<file path="src/ccpms_cfg.svh">
// Constants of the charge port mode sequencer: addresses, fields, resets, timing
// Assumes inclusion by bare name from the package and the design module
`ifndef CCPMS_CFG_SVH
`define CCPMS_CFG_SVH

// ------------------------------------------------------------------------
// Register indices and address width (byte address = index * 4)
// ------------------------------------------------------------------------
`define CCPMS_IDX_CHG_EN        8'h06
`define CCPMS_IDX_DEV_CFG       8'h0A
`define CCPMS_IDX_SEQ_CFG       8'h25
`define CCPMS_IDX_OFF_TIME      8'h30
`define CCPMS_IDX_STATUS        8'h31
`define CCPMS_ADDR_W            8

// ------------------------------------------------------------------------
// Field positions
// ------------------------------------------------------------------------
`define CCPMS_F_AUTO_DIS        1
`define CCPMS_F_HICUR           4
`define CCPMS_F_FULL            0
`define CCPMS_F_HANDSET_DIS     1
`define CCPMS_F_ST_PWR          12
`define CCPMS_F_ST_STRAP        16
`define CCPMS_F_ST_SRC          26

// Pin vector layout: {rst_low, straps[9:0], dp[3:0], vdat[3:0]}
`define CCPMS_PIN_W             19
`define CCPMS_P_RST             18
`define CCPMS_P_STRAP           8
`define CCPMS_P_DP              4
`define CCPMS_P_VDAT            0

// Strap vector layout
`define CCPMS_S_CHG             0
`define CCPMS_S_AUTO_DIS        4
`define CCPMS_S_FULL            5
`define CCPMS_S_PPD             6
`define CCPMS_S_GANG            7
`define CCPMS_S_HIF             8
`define CCPMS_S_POL             9

// ------------------------------------------------------------------------
// Reset values
// ------------------------------------------------------------------------
`define CCPMS_RST_CHG_EN        4'h0
`define CCPMS_RST_AUTO_DIS      1'h0
`define CCPMS_RST_HICUR         1'h1
`define CCPMS_RST_FULL          1'h0
`define CCPMS_RST_HANDSET_DIS   1'h0

// ------------------------------------------------------------------------
// Timing
// ------------------------------------------------------------------------
`define CCPMS_CLK_MHZ           100
`define CCPMS_OFF_TIME_US       100
`define CCPMS_OFF_CYCLES        (`CCPMS_OFF_TIME_US * `CCPMS_CLK_MHZ)
`define CCPMS_CNT_W             16

`endif

</file>
<file path="src/ccpms_pkg.sv">
// Types of the charge port mode sequencer
// Assumes ccpms_cfg.svh on the include path
`include "ccpms_cfg.svh"

package ccpms_pkg;

	// Per-port charging mode
	typedef enum logic [2:0]
	{
		CCPMS_IDLE     = 3'b000,
		CCPMS_CDP      = 3'b001,
		CCPMS_DCP      = 3'b010,
		CCPMS_DIV_HIGH = 3'b011,
		CCPMS_DIV_MID  = 3'b100,
		CCPMS_DIV_LOW  = 3'b101,
		CCPMS_HANDSET  = 3'b110,
		CCPMS_PWR_OFF  = 3'b111
	} ccpms_mode_t;

	typedef logic [`CCPMS_CNT_W-1:0] ccpms_cnt_t;

endpackage : ccpms_pkg

</file>
<file path="src/ccpms_sequencer.sv">
// Four-port charging-mode sequencer with an AHB-Lite register slave
// Assumes one 100 MHz clock, synchronous reset, pins asynchronous to the clock
// What this block does
// - Capture all configuration straps when the global reset pin is released.
// - Upstream limited to high or full/low speed disables SuperSpeed downstream.
// - Upstream limited to full speed disables SuperSpeed and high speed downstream.
// - Charging enabled per port from a four-bit register field or strap pins.
// - Charging downstream mode needs upstream VBUS, configuration and host port power.
// - Unconnected upstream falls back to dedicated charging once others fail.
// - Divider and handset modes only when unconnected and auto sequencing on.
// - Auto sequencing enabled by active-low strap or active-low register bit.
// - Default top divider level is high; select clear limits it to mid unless full sequencing or strap source.
// - Unconnected upstream with charging enabled drives port power active.
// - Auto sequencing off means dedicated charging mode only.
// - Without full sequencing start at top divider, stay until pull-up seen.
// - Pull-up in divider: power off, go handset or dedicated, power on.
// - Pull-up in handset: power off, go dedicated, power on.
// - Pull-up or voltage detect in dedicated: power off, restart dividers.
// - Full sequencing tries every divider level before handset or dedicated.
// - I2C without config memory takes charging selection from straps.
// - Active-low register bit enables the handset mode.

`include "ccpms_cfg.svh"

module ccpms_sequencer #(
	parameter int unsigned OFF_CYCLES = `CCPMS_OFF_CYCLES,
	parameter int unsigned PORTS      = 4
)(
	input  wire logic                i_ref_clk,                     // 100 MHz clock
	input  wire logic                i_rst,                         // Sync reset, high
	input  wire logic                i_global_reset_low,            // Reset pin
	input  wire logic [PORTS-1:0]    i_charge_enable_straps,        // Strap pins
	input  wire logic                i_auto_sequence_disable_strap, // Strap pin
	input  wire logic                i_full_sequence_strap,         // Strap pin
	input  wire logic                i_per_port_power_disable_strap, // Strap pin
	input  wire logic                i_ganged_strap,                // Strap pin
	input  wire logic                i_host_if_select_low,          // Low: SMBus
	input  wire logic                i_power_enable_polarity_strap, // 1: active high
	input  wire logic                i_config_memory_present,       // EEPROM found
	input  wire logic                i_upstream_connected,          // Upstream link up
	input  wire logic                i_upstream_vbus_valid,         // VBUS seen
	input  wire logic                i_hub_configured,              // Hub configured
	input  wire logic [PORTS-1:0]    i_host_port_power,             // Host port power
	input  wire logic                i_upstream_hs_max,             // No SuperSpeed up
	input  wire logic                i_upstream_fs_max,             // Full speed only
	input  wire logic [PORTS-1:0]    i_dp_pullup,                   // D+ pull-up pins
	input  wire logic [PORTS-1:0]    i_data_line_voltage_detect,    // Detect pins
	input  wire logic                hsel,                          // AHB select
	input  wire logic [31:0]         haddr,                         // AHB address
	input  wire logic [1:0]          htrans,                        // AHB transfer
	input  wire logic                hwrite,                        // AHB write
	input  wire logic [2:0]          hsize,                         // AHB size
	input  wire logic                hready,                        // AHB ready in
	input  wire logic [31:0]         hwdata,                        // AHB write data
	output logic      [31:0]         hrdata,                        // AHB read data
	output logic                     hreadyout,                     // Always ready
	output logic                     hresp,                         // Always OKAY
	output logic      [PORTS-1:0]    o_port_power_en,               // Power pins
	output logic      [3*PORTS-1:0]  o_port_mode,                   // Mode per port
	output logic                     o_ss_disable,                  // SuperSpeed off
	output logic                     o_hs_disable                   // High speed off
);
	timeunit 1ns;
	timeprecision 1ps;

	localparam int unsigned PW = `CCPMS_PIN_W;

	// ------------------------------------------------------------------------
	// State
	// ------------------------------------------------------------------------
	typedef struct packed {
		logic [PW-1:0]                      sa;
		logic [PW-1:0]                      sb;
		logic [PW-1:0]                      sc;
		logic [PW-1:0]                      filt;
		logic                               running;
		logic [9:0]                         strap;
		logic [PORTS-1:0]                   chg_bits;
		logic                               auto_dis_bit;
		logic                               hicur;
		logic                               full_bit;
		logic                               handset_dis_bit;
		ccpms_pkg::ccpms_cnt_t              off_time;
		logic                               wr_pend;
		logic [`CCPMS_ADDR_W-1:0]           wr_addr;
		logic [31:0]                        rdata;
		ccpms_pkg::ccpms_mode_t [PORTS-1:0] mode;
		ccpms_pkg::ccpms_mode_t [PORTS-1:0] pend;
		ccpms_pkg::ccpms_cnt_t [PORTS-1:0]  cnt;
		logic [PORTS-1:0]                   pwr;
		logic [PORTS-1:0]                   pin;
		logic                               ss_dis;
		logic                               hs_dis;
	} ccpms_state_t;

	ccpms_state_t cur;
	ccpms_state_t next_cur;

	localparam ccpms_pkg::ccpms_cnt_t OFF_RST = ccpms_pkg::ccpms_cnt_t'(OFF_CYCLES);
	localparam logic [`CCPMS_ADDR_W-1:0] A_CHG = `CCPMS_ADDR_W'(`CCPMS_IDX_CHG_EN * 4);
	localparam logic [`CCPMS_ADDR_W-1:0] A_DEV = `CCPMS_ADDR_W'(`CCPMS_IDX_DEV_CFG * 4);
	localparam logic [`CCPMS_ADDR_W-1:0] A_SEQ = `CCPMS_ADDR_W'(`CCPMS_IDX_SEQ_CFG * 4);
	localparam logic [`CCPMS_ADDR_W-1:0] A_OFF = `CCPMS_ADDR_W'(`CCPMS_IDX_OFF_TIME * 4);
	localparam logic [`CCPMS_ADDR_W-1:0] A_STA = `CCPMS_ADDR_W'(`CCPMS_IDX_STATUS * 4);

	// ------------------------------------------------------------------------
	// Next state
	// ------------------------------------------------------------------------
	always_comb
	begin
		logic                   use_strap;
		logic [PORTS-1:0]       en;
		logic                   auto_en;
		logic                   full;
		logic                   handset_en;
		ccpms_pkg::ccpms_mode_t start;
		ccpms_pkg::ccpms_mode_t tgt;
		logic                   go_off;
		logic                   dp;
		logic                   vdat;
		logic                   rel;
		logic [`CCPMS_ADDR_W-1:0] a;
		logic                   hit;

		next_cur   = cur;
		use_strap  = 1'b0;
		en         = '0;
		auto_en    = 1'b0;
		full       = 1'b0;
		handset_en = 1'b0;
		start      = ccpms_pkg::CCPMS_DCP;
		tgt        = ccpms_pkg::CCPMS_DCP;
		go_off     = 1'b0;
		dp         = 1'b0;
		vdat       = 1'b0;
		rel        = 1'b0;
		a          = haddr[`CCPMS_ADDR_W-1:0];
		hit        = (haddr[31:`CCPMS_ADDR_W] == '0);

		// Pin synchronisers, change accepted once stages two and three agree
		next_cur.sa = {i_global_reset_low, i_power_enable_polarity_strap,
			i_host_if_select_low, i_ganged_strap, i_per_port_power_disable_strap,
			i_full_sequence_strap, i_auto_sequence_disable_strap,
			i_charge_enable_straps, i_dp_pullup, i_data_line_voltage_detect};
		next_cur.sb = cur.sa;
		next_cur.sc = cur.sb;
		for (int b = 0; b < PW; b++)
		begin
			if (cur.sb[b] == cur.sc[b])
				next_cur.filt[b] = cur.sc[b];
		end

		// Strap capture on release of the reset pin
		rel = cur.filt[`CCPMS_P_RST] & ~cur.running;
		next_cur.running = cur.filt[`CCPMS_P_RST];
		if (rel)
			next_cur.strap = cur.filt[`CCPMS_P_STRAP +: 10];

		// Configuration source select
		use_strap = cur.strap[`CCPMS_S_HIF] & ~i_config_memory_present;
		en = use_strap ? cur.strap[`CCPMS_S_CHG +: PORTS] : cur.chg_bits;
		auto_en = ~(use_strap ? cur.strap[`CCPMS_S_AUTO_DIS] : cur.auto_dis_bit);
		full = use_strap ? cur.strap[`CCPMS_S_FULL] : cur.full_bit;
		handset_en = use_strap | ~cur.handset_dis_bit;
		if (full | use_strap | cur.hicur)
			start = ccpms_pkg::CCPMS_DIV_HIGH;
		else
			start = ccpms_pkg::CCPMS_DIV_MID;

		// Downstream speed limits
		next_cur.ss_dis = i_upstream_hs_max | i_upstream_fs_max;
		next_cur.hs_dis = i_upstream_fs_max;

		// Per-port sequencing
		for (int p = 0; p < PORTS; p++)
		begin
			dp     = cur.filt[`CCPMS_P_DP + p];
			vdat   = cur.filt[`CCPMS_P_VDAT + p];
			go_off = 1'b0;
			tgt    = ccpms_pkg::CCPMS_DCP;
			if (!cur.running || !en[p])
			begin
				next_cur.mode[p] = ccpms_pkg::CCPMS_IDLE;
				next_cur.pwr[p]  = 1'b0;
				next_cur.cnt[p]  = '0;
			end
			else if (i_upstream_connected)
			begin
				next_cur.cnt[p] = '0;
				if (i_upstream_vbus_valid && i_hub_configured && i_host_port_power[p])
				begin
					next_cur.mode[p] = ccpms_pkg::CCPMS_CDP;
					next_cur.pwr[p]  = 1'b1;
				end
				else
				begin
					next_cur.mode[p] = ccpms_pkg::CCPMS_IDLE;
					next_cur.pwr[p]  = 1'b0;
				end
			end
			else
			begin
				next_cur.pwr[p] = 1'b1;
				case (cur.mode[p])
					ccpms_pkg::CCPMS_IDLE,
					ccpms_pkg::CCPMS_CDP:
						next_cur.mode[p] = auto_en ? start : ccpms_pkg::CCPMS_DCP;
					ccpms_pkg::CCPMS_DCP:
					begin
						if (auto_en && (dp || vdat))
						begin
							go_off = 1'b1;
							tgt    = start;
						end
					end
					ccpms_pkg::CCPMS_DIV_HIGH,
					ccpms_pkg::CCPMS_DIV_MID,
					ccpms_pkg::CCPMS_DIV_LOW:
					begin
						if (!auto_en)
							next_cur.mode[p] = ccpms_pkg::CCPMS_DCP;
						else if (dp)
						begin
							go_off = 1'b1;
							if (full && cur.mode[p] != ccpms_pkg::CCPMS_DIV_LOW)
								tgt = ccpms_pkg::ccpms_mode_t'(cur.mode[p] + 3'h1);
							else if (handset_en)
								tgt = ccpms_pkg::CCPMS_HANDSET;
							else
								tgt = ccpms_pkg::CCPMS_DCP;
						end
					end
					ccpms_pkg::CCPMS_HANDSET:
					begin
						if (!auto_en || !handset_en)
							next_cur.mode[p] = ccpms_pkg::CCPMS_DCP;
						else if (dp)
						begin
							go_off = 1'b1;
							tgt    = ccpms_pkg::CCPMS_DCP;
						end
					end
					ccpms_pkg::CCPMS_PWR_OFF:
					begin
						next_cur.pwr[p] = 1'b0;
						if (cur.cnt[p] <= ccpms_pkg::ccpms_cnt_t'(1))
						begin
							next_cur.mode[p] = cur.pend[p];
							next_cur.pwr[p]  = 1'b1;
							next_cur.cnt[p]  = '0;
						end
						else
							next_cur.cnt[p] = cur.cnt[p] - ccpms_pkg::ccpms_cnt_t'(1);
					end
					default:
						next_cur.mode[p] = ccpms_pkg::CCPMS_IDLE;
				endcase
				if (go_off)
				begin
					next_cur.mode[p] = ccpms_pkg::CCPMS_PWR_OFF;
					next_cur.pend[p] = tgt;
					next_cur.cnt[p]  = cur.off_time;
					next_cur.pwr[p]  = 1'b0;
				end
			end
			next_cur.pin[p] = next_cur.pwr[p] ~^ next_cur.strap[`CCPMS_S_POL];
		end

		// AHB-Lite data phase write
		next_cur.wr_pend = 1'b0;
		if (cur.wr_pend)
		begin
			case (cur.wr_addr)
				A_CHG: next_cur.chg_bits = hwdata[PORTS-1:0];
				A_DEV:
				begin
					next_cur.auto_dis_bit = hwdata[`CCPMS_F_AUTO_DIS];
					next_cur.hicur        = hwdata[`CCPMS_F_HICUR];
				end
				A_SEQ:
				begin
					next_cur.full_bit        = hwdata[`CCPMS_F_FULL];
					next_cur.handset_dis_bit = hwdata[`CCPMS_F_HANDSET_DIS];
				end
				A_OFF: next_cur.off_time = hwdata[`CCPMS_CNT_W-1:0];
				default: next_cur.off_time = cur.off_time;
			endcase
		end

		// AHB-Lite address phase, read data prepared for the data phase
		if (hsel && hready && htrans[1])
		begin
			next_cur.rdata = '0;
			if (hwrite)
			begin
				next_cur.wr_pend = hit;
				next_cur.wr_addr = a;
			end
			else if (hit)
			begin
				case (a)
					A_CHG: next_cur.rdata[PORTS-1:0] = cur.chg_bits;
					A_DEV:
					begin
						next_cur.rdata[`CCPMS_F_AUTO_DIS] = cur.auto_dis_bit;
						next_cur.rdata[`CCPMS_F_HICUR]    = cur.hicur;
					end
					A_SEQ:
					begin
						next_cur.rdata[`CCPMS_F_FULL]        = cur.full_bit;
						next_cur.rdata[`CCPMS_F_HANDSET_DIS] = cur.handset_dis_bit;
					end
					A_OFF: next_cur.rdata[`CCPMS_CNT_W-1:0] = cur.off_time;
					A_STA:
					begin
						next_cur.rdata[3*PORTS-1:0] = cur.mode;
						next_cur.rdata[`CCPMS_F_ST_PWR +: PORTS] = cur.pwr;
						next_cur.rdata[`CCPMS_F_ST_STRAP +: 10]  = cur.strap;
						next_cur.rdata[`CCPMS_F_ST_SRC]          = use_strap;
					end
					default: next_cur.rdata = '0;
				endcase
			end
		end
	end

	// ------------------------------------------------------------------------
	// Registers
	// ------------------------------------------------------------------------
	always_ff @(posedge i_ref_clk)
	begin
		if (i_rst)
		begin
			cur                 <= '0;
			cur.chg_bits        <= `CCPMS_RST_CHG_EN;
			cur.auto_dis_bit    <= `CCPMS_RST_AUTO_DIS;
			cur.hicur           <= `CCPMS_RST_HICUR;
			cur.full_bit        <= `CCPMS_RST_FULL;
			cur.handset_dis_bit <= `CCPMS_RST_HANDSET_DIS;
			cur.off_time        <= OFF_RST;
		end
		else
			cur <= next_cur;
	end

	// ------------------------------------------------------------------------
	// Outputs
	// ------------------------------------------------------------------------
	assign hrdata          = cur.rdata;
	assign hreadyout       = 1'b1;
	assign hresp           = 1'b0;
	assign o_port_power_en = cur.pin;
	assign o_port_mode     = cur.mode;
	assign o_ss_disable    = cur.ss_dis;
	assign o_hs_disable    = cur.hs_dis;

endmodule : ccpms_sequencer

</file>
<file path="config.mk">
export PLATFORM = sky130hd
export DESIGN_NAME = ccpms_sequencer
export DESIGN_NICKNAME = d
export VERILOG_FILES = /design/src/ccpms_pkg.sv /design/src/ccpms_sequencer.sv
export VERILOG_INCLUDE_DIRS = /design/src
export SDC_FILE = /design/constraint.sdc
export NUM_CORES = 1
export LEC_CHECK = 0
export ABC_AREA = 1
export BUFFER_PORTS_ARGS = -buffer_cell sky130_fd_sc_hd__buf_2
export CAP_MARGIN = 20
export CORE_ASPECT_RATIO = 1.2
export CORE_MARGIN = 2
export CORE_UTILIZATION = 45
export DETAILED_ROUTE_END_ITERATION = 8
export GPL_ROUTABILITY_DRIVEN = 0
export PLACE_DENSITY = 0.73
export SETUP_SLACK_MARGIN = 0.15
export SLEW_MARGIN = 30
export SYNTH_ARGS = -nofsm -noshare
export SYNTH_HDL_FRONTEND = slang
export SYNTH_SLANG_ARGS = --single-unit
</file>
<file path="constraint.sdc">
create_clock -name i_ref_clk -period 2.02 [get_ports i_ref_clk]
set_input_delay 0.404 -clock i_ref_clk [delete_from_list [all_inputs] [get_ports i_ref_clk]]
set_output_delay 0.404 -clock i_ref_clk [all_outputs]
set_load 0.02 [all_outputs]
</file>
==> impl_metrics.yaml, run 1 <==
logic_synthesis:
  syn_inst: 1985
  yosysTopAreaCell: "dfxtp_1"
  synth_warnings: 0
  netlist_top_cells_area: "dfxtp_1 (38%), nand2_1 (14%), nor2_1 (11%), inv_1 (6.8%), a21oi_1 (4.1%)"
  syn-mean-instance-area_um2: 6.57
  synth_cell_type_count: 45
  async_flop_share: 0
  ys_ff_latch: 245
  synth_edf_count: 0
  ys.flop_type: "dfxtp_1"
  syn_area_um2: 13100
  ys_seq_area_frac: 0.376
  synth_top_area_frac: 0.376
power_and_ir_drop:
  p_total_mw: 10.3
  combPwrFrac: 0.036
  intPower_mw: 7.96
  p_seq_frac: 0.477
  clockPowerShare: 0.487
  leakagePower_nw: 7.33
  vdd_ir_drop_max_mv: 0.615
  p_per_area_nw_per_um2: 649
  power_switching_mw: 2.32
  switching_share: 0.225
clock_tree:
  cts_buffers: 26
  cts_sinks: 245
  cts-htree-levels: 1
  clk_latency_ps: 540
  cts_tree: "built"
  clock_tree.buffer_depth: 3
  ctsHoldBuffers: 0
  cts-root-buf: "clkbuf_16"
  path_clk_slew_ps: 60
sta:
  fin_crit_ps: 1870
  finalSetupViolCount: 0
  setup_slack_ps: 153
  fin_crit_sh: 0.924
  worst_pin_slew_ps: 627
  final_hold_viol_count: 0
  rsz0062_at_grt: "true"
  slew_viol_final: 0
  slew_headroom: 0.578
  finClkSkew_ps: 8.34
  clock.fmax_ghz: 0.536
  setup_tns_ps: 0
worst_setup_path:
  cp.depth: 13
  cp_num_buf_inv: 2
  cp-end-kind: "flip-flop"
  r2r-start: "o_port_mode[7]"
  crit_slowest_cell: "dfxtp_4"
  crit_arrival_ps: 2340
  worst-r2r-setup-slack_ps: 150
  crit_path_start_kind: "flip-flop"
  reg2reg_depth: 13
  regToRegEndpoint: "cur[44]"
  cp.required_ps: 2500
  path_cells: "inv_4 > ha_4 > nand3b_1 > nand2_2 > nand2_2 > nand2_4 > nand2_8 > buf_12 > nor2_4 > nand2_1 > o21ai_1 > nor2_1 > nor2_1"
  crit_type: "flip-flop to flip-flop"
  max_stage_delay_ps: 380
  cp_max_fo: 8
  critPathTopFamily: "simple AND/OR/NAND/NOR gates"
floorplan:
  start_util: 0.455
  die_area_um2: 30400
  core_region_area_um2: 28700
  rows: 68
  die_w_um: 159
  io_pins: 155
  die_h_um: 191
global_routing:
  groute.usage.overall: 0.228
  antenna_found_initial: 1
  grt_pass1_vias: 12000
  overflow: 0
  grt_max_degree: 82
  grt_pass1_wl_um: 57200
placed_design:
  hpwl_um: 27000
  place_ws_ps: -55.4
  dp.cells: 2491
  io_buffers: 127
drt:
  firstDrtPassIters: 5
  vias_per_cell: 5.11
  vias: 13100
  ant_nets: 0
  drtIter0Drc: 977
  post_drt_wl_per_cell_um: 14.4
  drt-total-wl_um: 36900
  drcViolationCount: 0
finish:
  final_common_cell: "nand2_1"
  final_cell_mix: "nand2_1 (467), nor2_1 (367), dfxtp_1 (234), inv_1 (219), buf_2 (126)"
  n_antenna_cell: 0
  layout.nets: 2296
  fin_cells: 2570
  areaGrowthSynthToFinish_pct: 21.3
  final_util: 0.552
  drive_gt1_frac: 0.202
hold_path:
  whs_endpoint: "cur[241]"
  hold_path_class: "input port to flip-flop"
  hold_start: "i_charge_enable_straps[2]"
  min_path_cells: 3
flow_run:
  drv_cap: 0
status:
  outcome: "finished clean"
==> logic make-up (layout without fill, tap and decap cells) <==
logic type | count (synthesis) | in the layout | synth area share
AO/OA/AOI/OAI | 256 | 256 | 0.106
XOR/XNOR | 33 | 33 | 0.0221
adder cells (fa/ha/maj) | 28 | 28 | 0.0268
buffers and inverters | 351 | 544 | 0.124
flip-flops | 245 | 245 | 0.376
other | 2 | 7 | 0.000575
AND/OR/NAND/NOR | 1070 | 1072 | 0.345
==> metal layers <==
| metal | part of all wire | global-route usage | vias to the layer above |
|---|---|---|---|
| met3 | 0.067 | 0.0285 | 108 |
| met5 | 0 | 0 | - |
| met4 | 0.048 | 0.112 | 0 |
| met2 | 0.48 | 0.403 | 483 |
| li1 | - | - | 6550 |
| met1 | 0.41 | 0.275 | 5999 |
==> power groups by stage <==
| stage | combinational [mW] | clock (mW) | sequential, mW |
|---|---|---|---|
| 6_report | 0.373 | 5.00 | 4.90 |
| 5_1_grt | 0.414 | 5.28 | 4.91 |
| 4_1_cts | 0.367 | 5.09 | 4.91 |
| 3_5_place_dp | 0.365 | 0 | 5.02 |
| 3_3_place_gp | 0.359 | 0 | 5.02 |
| 2_1_floorplan | 0.211 | 0 | 5.02 |
==> layout make-up <==
class / instances / area [um2]
fill: 2716 / 12800
tap: 385 / 482
inverter: 243 / 928
timing repair buffer: 252 / 1680
multi-input combinational: 1396 / 6890
timing repair inverter: 1 / 7.51
clock inverter: 18 / 193
clock buffer: 30 / 717
sequential: 245 / 4940
==> how the worst max path moves through the flow <==
stage | from | to
detailed placement | o_port_mode[0] | o_port_power_en[0]
global route | o_port_mode[9] | o_port_power_en[3]
floorplan | o_port_mode[7] | cur[80]
CTS | o_port_mode[4] | cur[33]
finish | o_port_mode[7] | cur[44]
global placement | o_port_mode[0] | o_port_power_en[0]
==> synthesized netlist by cell type (2+ instances only) <==
master / count
xnor2_1: 18
conb_1: 2
nor2_8: 2
nand2_4: 7
o211ai_1: 5
nand2_1: 493
a21o_1: 2
nor2_2: 6
a211oi_1: 16
o22ai_1: 5
ha_1: 28
inv_1: 235
nor2_1: 381
o21ai_1: 6
o21ai_0: 90
and2_1: 2
or2_2: 3
nand2_2: 5
nand4_1: 28
nor3_1: 12
clkinv_1: 2
clkbuf_1: 30
inv_2: 6
buf_1: 3
nand3_2: 5
buf_4: 53
buf_2: 10
nor3_2: 2
xor2_1: 15
nor2_4: 6
a31oi_1: 21
a21oi_1: 107
nand3b_1: 7
buf_6: 10
dfxtp_1: 245
nand3_1: 105
nor4_1: 4
==> through the flow <==
step	instance area (um2)	hold WS, ps
final	15800	62.1
after floorplan	13100	388
after detailed placement	14300	393
after CTS	15300	47.9
after global placement	14300	395
after global routing	15800	58.6
==> flip-flops by register name, indices dropped and copies added, names as in the netlist <==
register         flops
o_hs_disable         1
o_port_mode         12
o_ss_disable         1
o_port_power_en      4
hrdata              27
cur                200
==> tightest hold or removal path, delay by kind of cell <==
kind          cells  cell delay [ps]
buf+inv           2              100
simple gates      1               60
==> what timing repair did <==
item / CTS / global route
resized for setup: 30 / 113
setup buffers: 6 / 22
setup endpoints to repair: 75 / 96
pin swaps: 9 / 46
gates cloned: 1 / 2
(Power assumes the default switching activity.)
==> inputs of run 2 (changes only) <==
--- a/config.mk
+++ b/config.mk
@@ -10,7 +10,7 @@
 export BUFFER_PORTS_ARGS = -buffer_cell sky130_fd_sc_hd__buf_2
 export CAP_MARGIN = 20
 export CORE_ASPECT_RATIO = 1.2
-export CORE_MARGIN = 2
+export CORE_MARGIN = 10
 export CORE_UTILIZATION = 45
 export DETAILED_ROUTE_END_ITERATION = 8
 export GPL_ROUTABILITY_DRIVEN = 0
==> constraint.sdc (replaced) <==
create_clock -name i_ref_clk -period 2 [get_ports i_ref_clk]
set_input_delay 0.4 -clock i_ref_clk [delete_from_list [all_inputs] [get_ports i_ref_clk]]
set_output_delay 0.4 -clock i_ref_clk [all_outputs]
set_load 0.02 [all_outputs]
==> run 2 against run 1 <==
Compared with the run above: setup slack worse by 68 ps; non-clock buffer count down 2; combinational power about the same; clock-buffer cell count rose by 2; clock power up 4%.
==> impl_metrics.yaml, run 2 (synthesis gave the netlist of run 1 again) <==
worst_setup_path:
  cp_num_buf_inv: 3
  crit_slowest_cell: "dfxtp_4"
  r2r-start: "o_port_mode[7]"
  cp_max_fo: 4
  cp.required_ps: 2460
  regToRegEndpoint: "cur[44]"
  cp.depth: 12
  crit_arrival_ps: 2380
  reg2reg_depth: 12
  cp-end-kind: "flip-flop"
  crit_path_start_kind: "flip-flop"
  crit_type: "flip-flop to flip-flop"
  critPathTopFamily: "simple AND/OR/NAND/NOR gates"
  worst-r2r-setup-slack_ps: 90
  path_cells: "inv_4 > ha_4 > nand3b_1 > nand2_2 > nand2_2 > nand2_4 > buf_6 > buf_6 > nand4_1 > a21oi_1 > nor2_1 > nor2_1"
  max_stage_delay_ps: 410
placed_design:
  io_buffers: 127
  dpl-instance-area_um2: 14300
  dp.cells: 2495
  hpwl_um: 28100
finish:
  areaGrowthSynthToFinish_pct: 22.7
  largest_register_ffs: 200
  post-route-cell-area_um2: 16000
  fin_cells: 2569
  max_flop_register: "cur"
  drive_gt1_frac: 0.209
  final_util: 0.559
  final_cell_mix: "nand2_1 (452), nor2_1 (365), dfxtp_1 (234), inv_1 (219), buf_2 (126)"
  final_common_cell: "nand2_1"
  layout.nets: 2296
  n_antenna_cell: 0
floorplan:
  io_pins: 155
  start_util: 0.455
  die_area_um2: 36200
  die_w_um: 175
  rows: 68
  core_region_area_um2: 28700
  die_h_um: 207
sta:
  worst_pin_slew_ps: 766
  fin_crit_sh: 0.957
  clock.fmax_ghz: 0.522
  rsz0062_at_grt: "true"
  finalSetupViolCount: 0
  setup_tns_ps: 0
  finClkSkew_ps: 11.0
  slew_headroom: 0.488
  final_hold_viol_count: 0
  slew_viol_final: 0
  fin_crit_ps: 1910
global_routing:
  antenna_found_initial: 0
  overflow: 0
  grt_pass1_wl_um: 59400
  grt_max_degree: 73
  grt_pass1_vias: 12200
  groute.usage.overall: 0.197
clock_tree:
  cts-root-buf: "clkbuf_16"
  path_clk_slew_ps: 60
  cts-htree-levels: 1
  ctsHoldBuffers: 0
  clk_latency_ps: 530
  cts_tree: "built"
  clock_tree.buffer_depth: 3
  cts_sinks: 245
  cts_buffers: 27
flow_run:
  drv_cap: 0
power_and_ir_drop:
  combPwrFrac: 0.035
  power_switching_mw: 2.32
  p_per_area_nw_per_um2: 657
  leakagePower_nw: 7.37
  clockPowerShare: 0.494
  vdd_ir_drop_max_mv: 0.615
  intPower_mw: 8.20
  switching_share: 0.221
  p_seq_frac: 0.471
hold_path:
  hold_path_class: "input port to flip-flop"
  whs_endpoint: "o_ss_disable"
  min_path_cells: 3
  hold_start: "i_upstream_hs_max"
drt:
  vias_per_cell: 5.07
  drt-total-wl_um: 38400
  ant_nets: 0
  firstDrtPassIters: 6
  post_drt_wl_per_cell_um: 14.9
  drcViolationCount: 0
  vias: 13000
  drtIter0Drc: 975
status:
  outcome: "finished clean"
[run 2: tightest hold or removal path: stages]
cell and delay, ps:
buf_2 80, nor2_1 30, nor2_1 60
[run 2: cell type report]
class / count / area, um2
well taps: 385 / 482
clock inverters: 16 / 201
multi-input cells: 1397 / 7030
inverters: 243 / 943
clock buffers: 32 / 734
flip-flops and latches: 245 / 4940
repair buffers: 250 / 1670
repair inverters: 1 / 7.51
fillers: 2692 / 12700
[run 2: timing repair]
| action | 4_1_cts | 5_1_grt |
|---|---|---|
| buffers inserted | 6 | 15 |
| gates cloned | 2 | 3 |
| pin swaps | 8 | 58 |
| gates resized for setup | 36 | 143 |
| endpoints found under the setup margin | 82 | 97 |
[run 2: through the flow]
stage,setup WS (ps),hold WS [ps],total power [mW]
6_report,85.0,73.6,10.5
5_1_grt,-6.03,70.4,10.8
4_1_cts,133,60.7,10.6
3_5_place_dp,-81.8,395,5.44
3_3_place_gp,-50.6,394,5.43
2_1_floorplan,242,388,5.28
[run 2: worst max path at each step]
stage,from,to,slack [ps]
after global routing,o_port_mode[7],cur[44],-6
final,o_port_mode[7],cur[44],90
after CTS,o_port_mode[6],cur[51],130
after floorplan,o_port_mode[7],cur[80],240
after global placement,i_config_memory_present,o_port_mode[8],-50
after detailed placement,o_port_mode[3],cur[35],-80
[run 2: metal layers]
metal / vias to the layer above / wire, um / global-route usage
met2: 415 / 18400 / 0.345
met3: 103 / 2490 / 0.0297
li1: 6550 / - / -
met4: 0 / 1940 / 0.0921
met1: 5956 / 15600 / 0.233
met5: - / 0 / 0
[run 2: power by group through the flow]
stage / Sequential (mW) / Clock [mW] / Combinational, mW
after global placement: 5.07 / 0 / 0.358
after global routing: 4.96 / 5.48 / 0.413
final: 4.96 / 5.20 / 0.371
after CTS: 4.96 / 5.28 / 0.367
after floorplan: 5.07 / 0 / 0.213
after detailed placement: 5.08 / 0 / 0.365
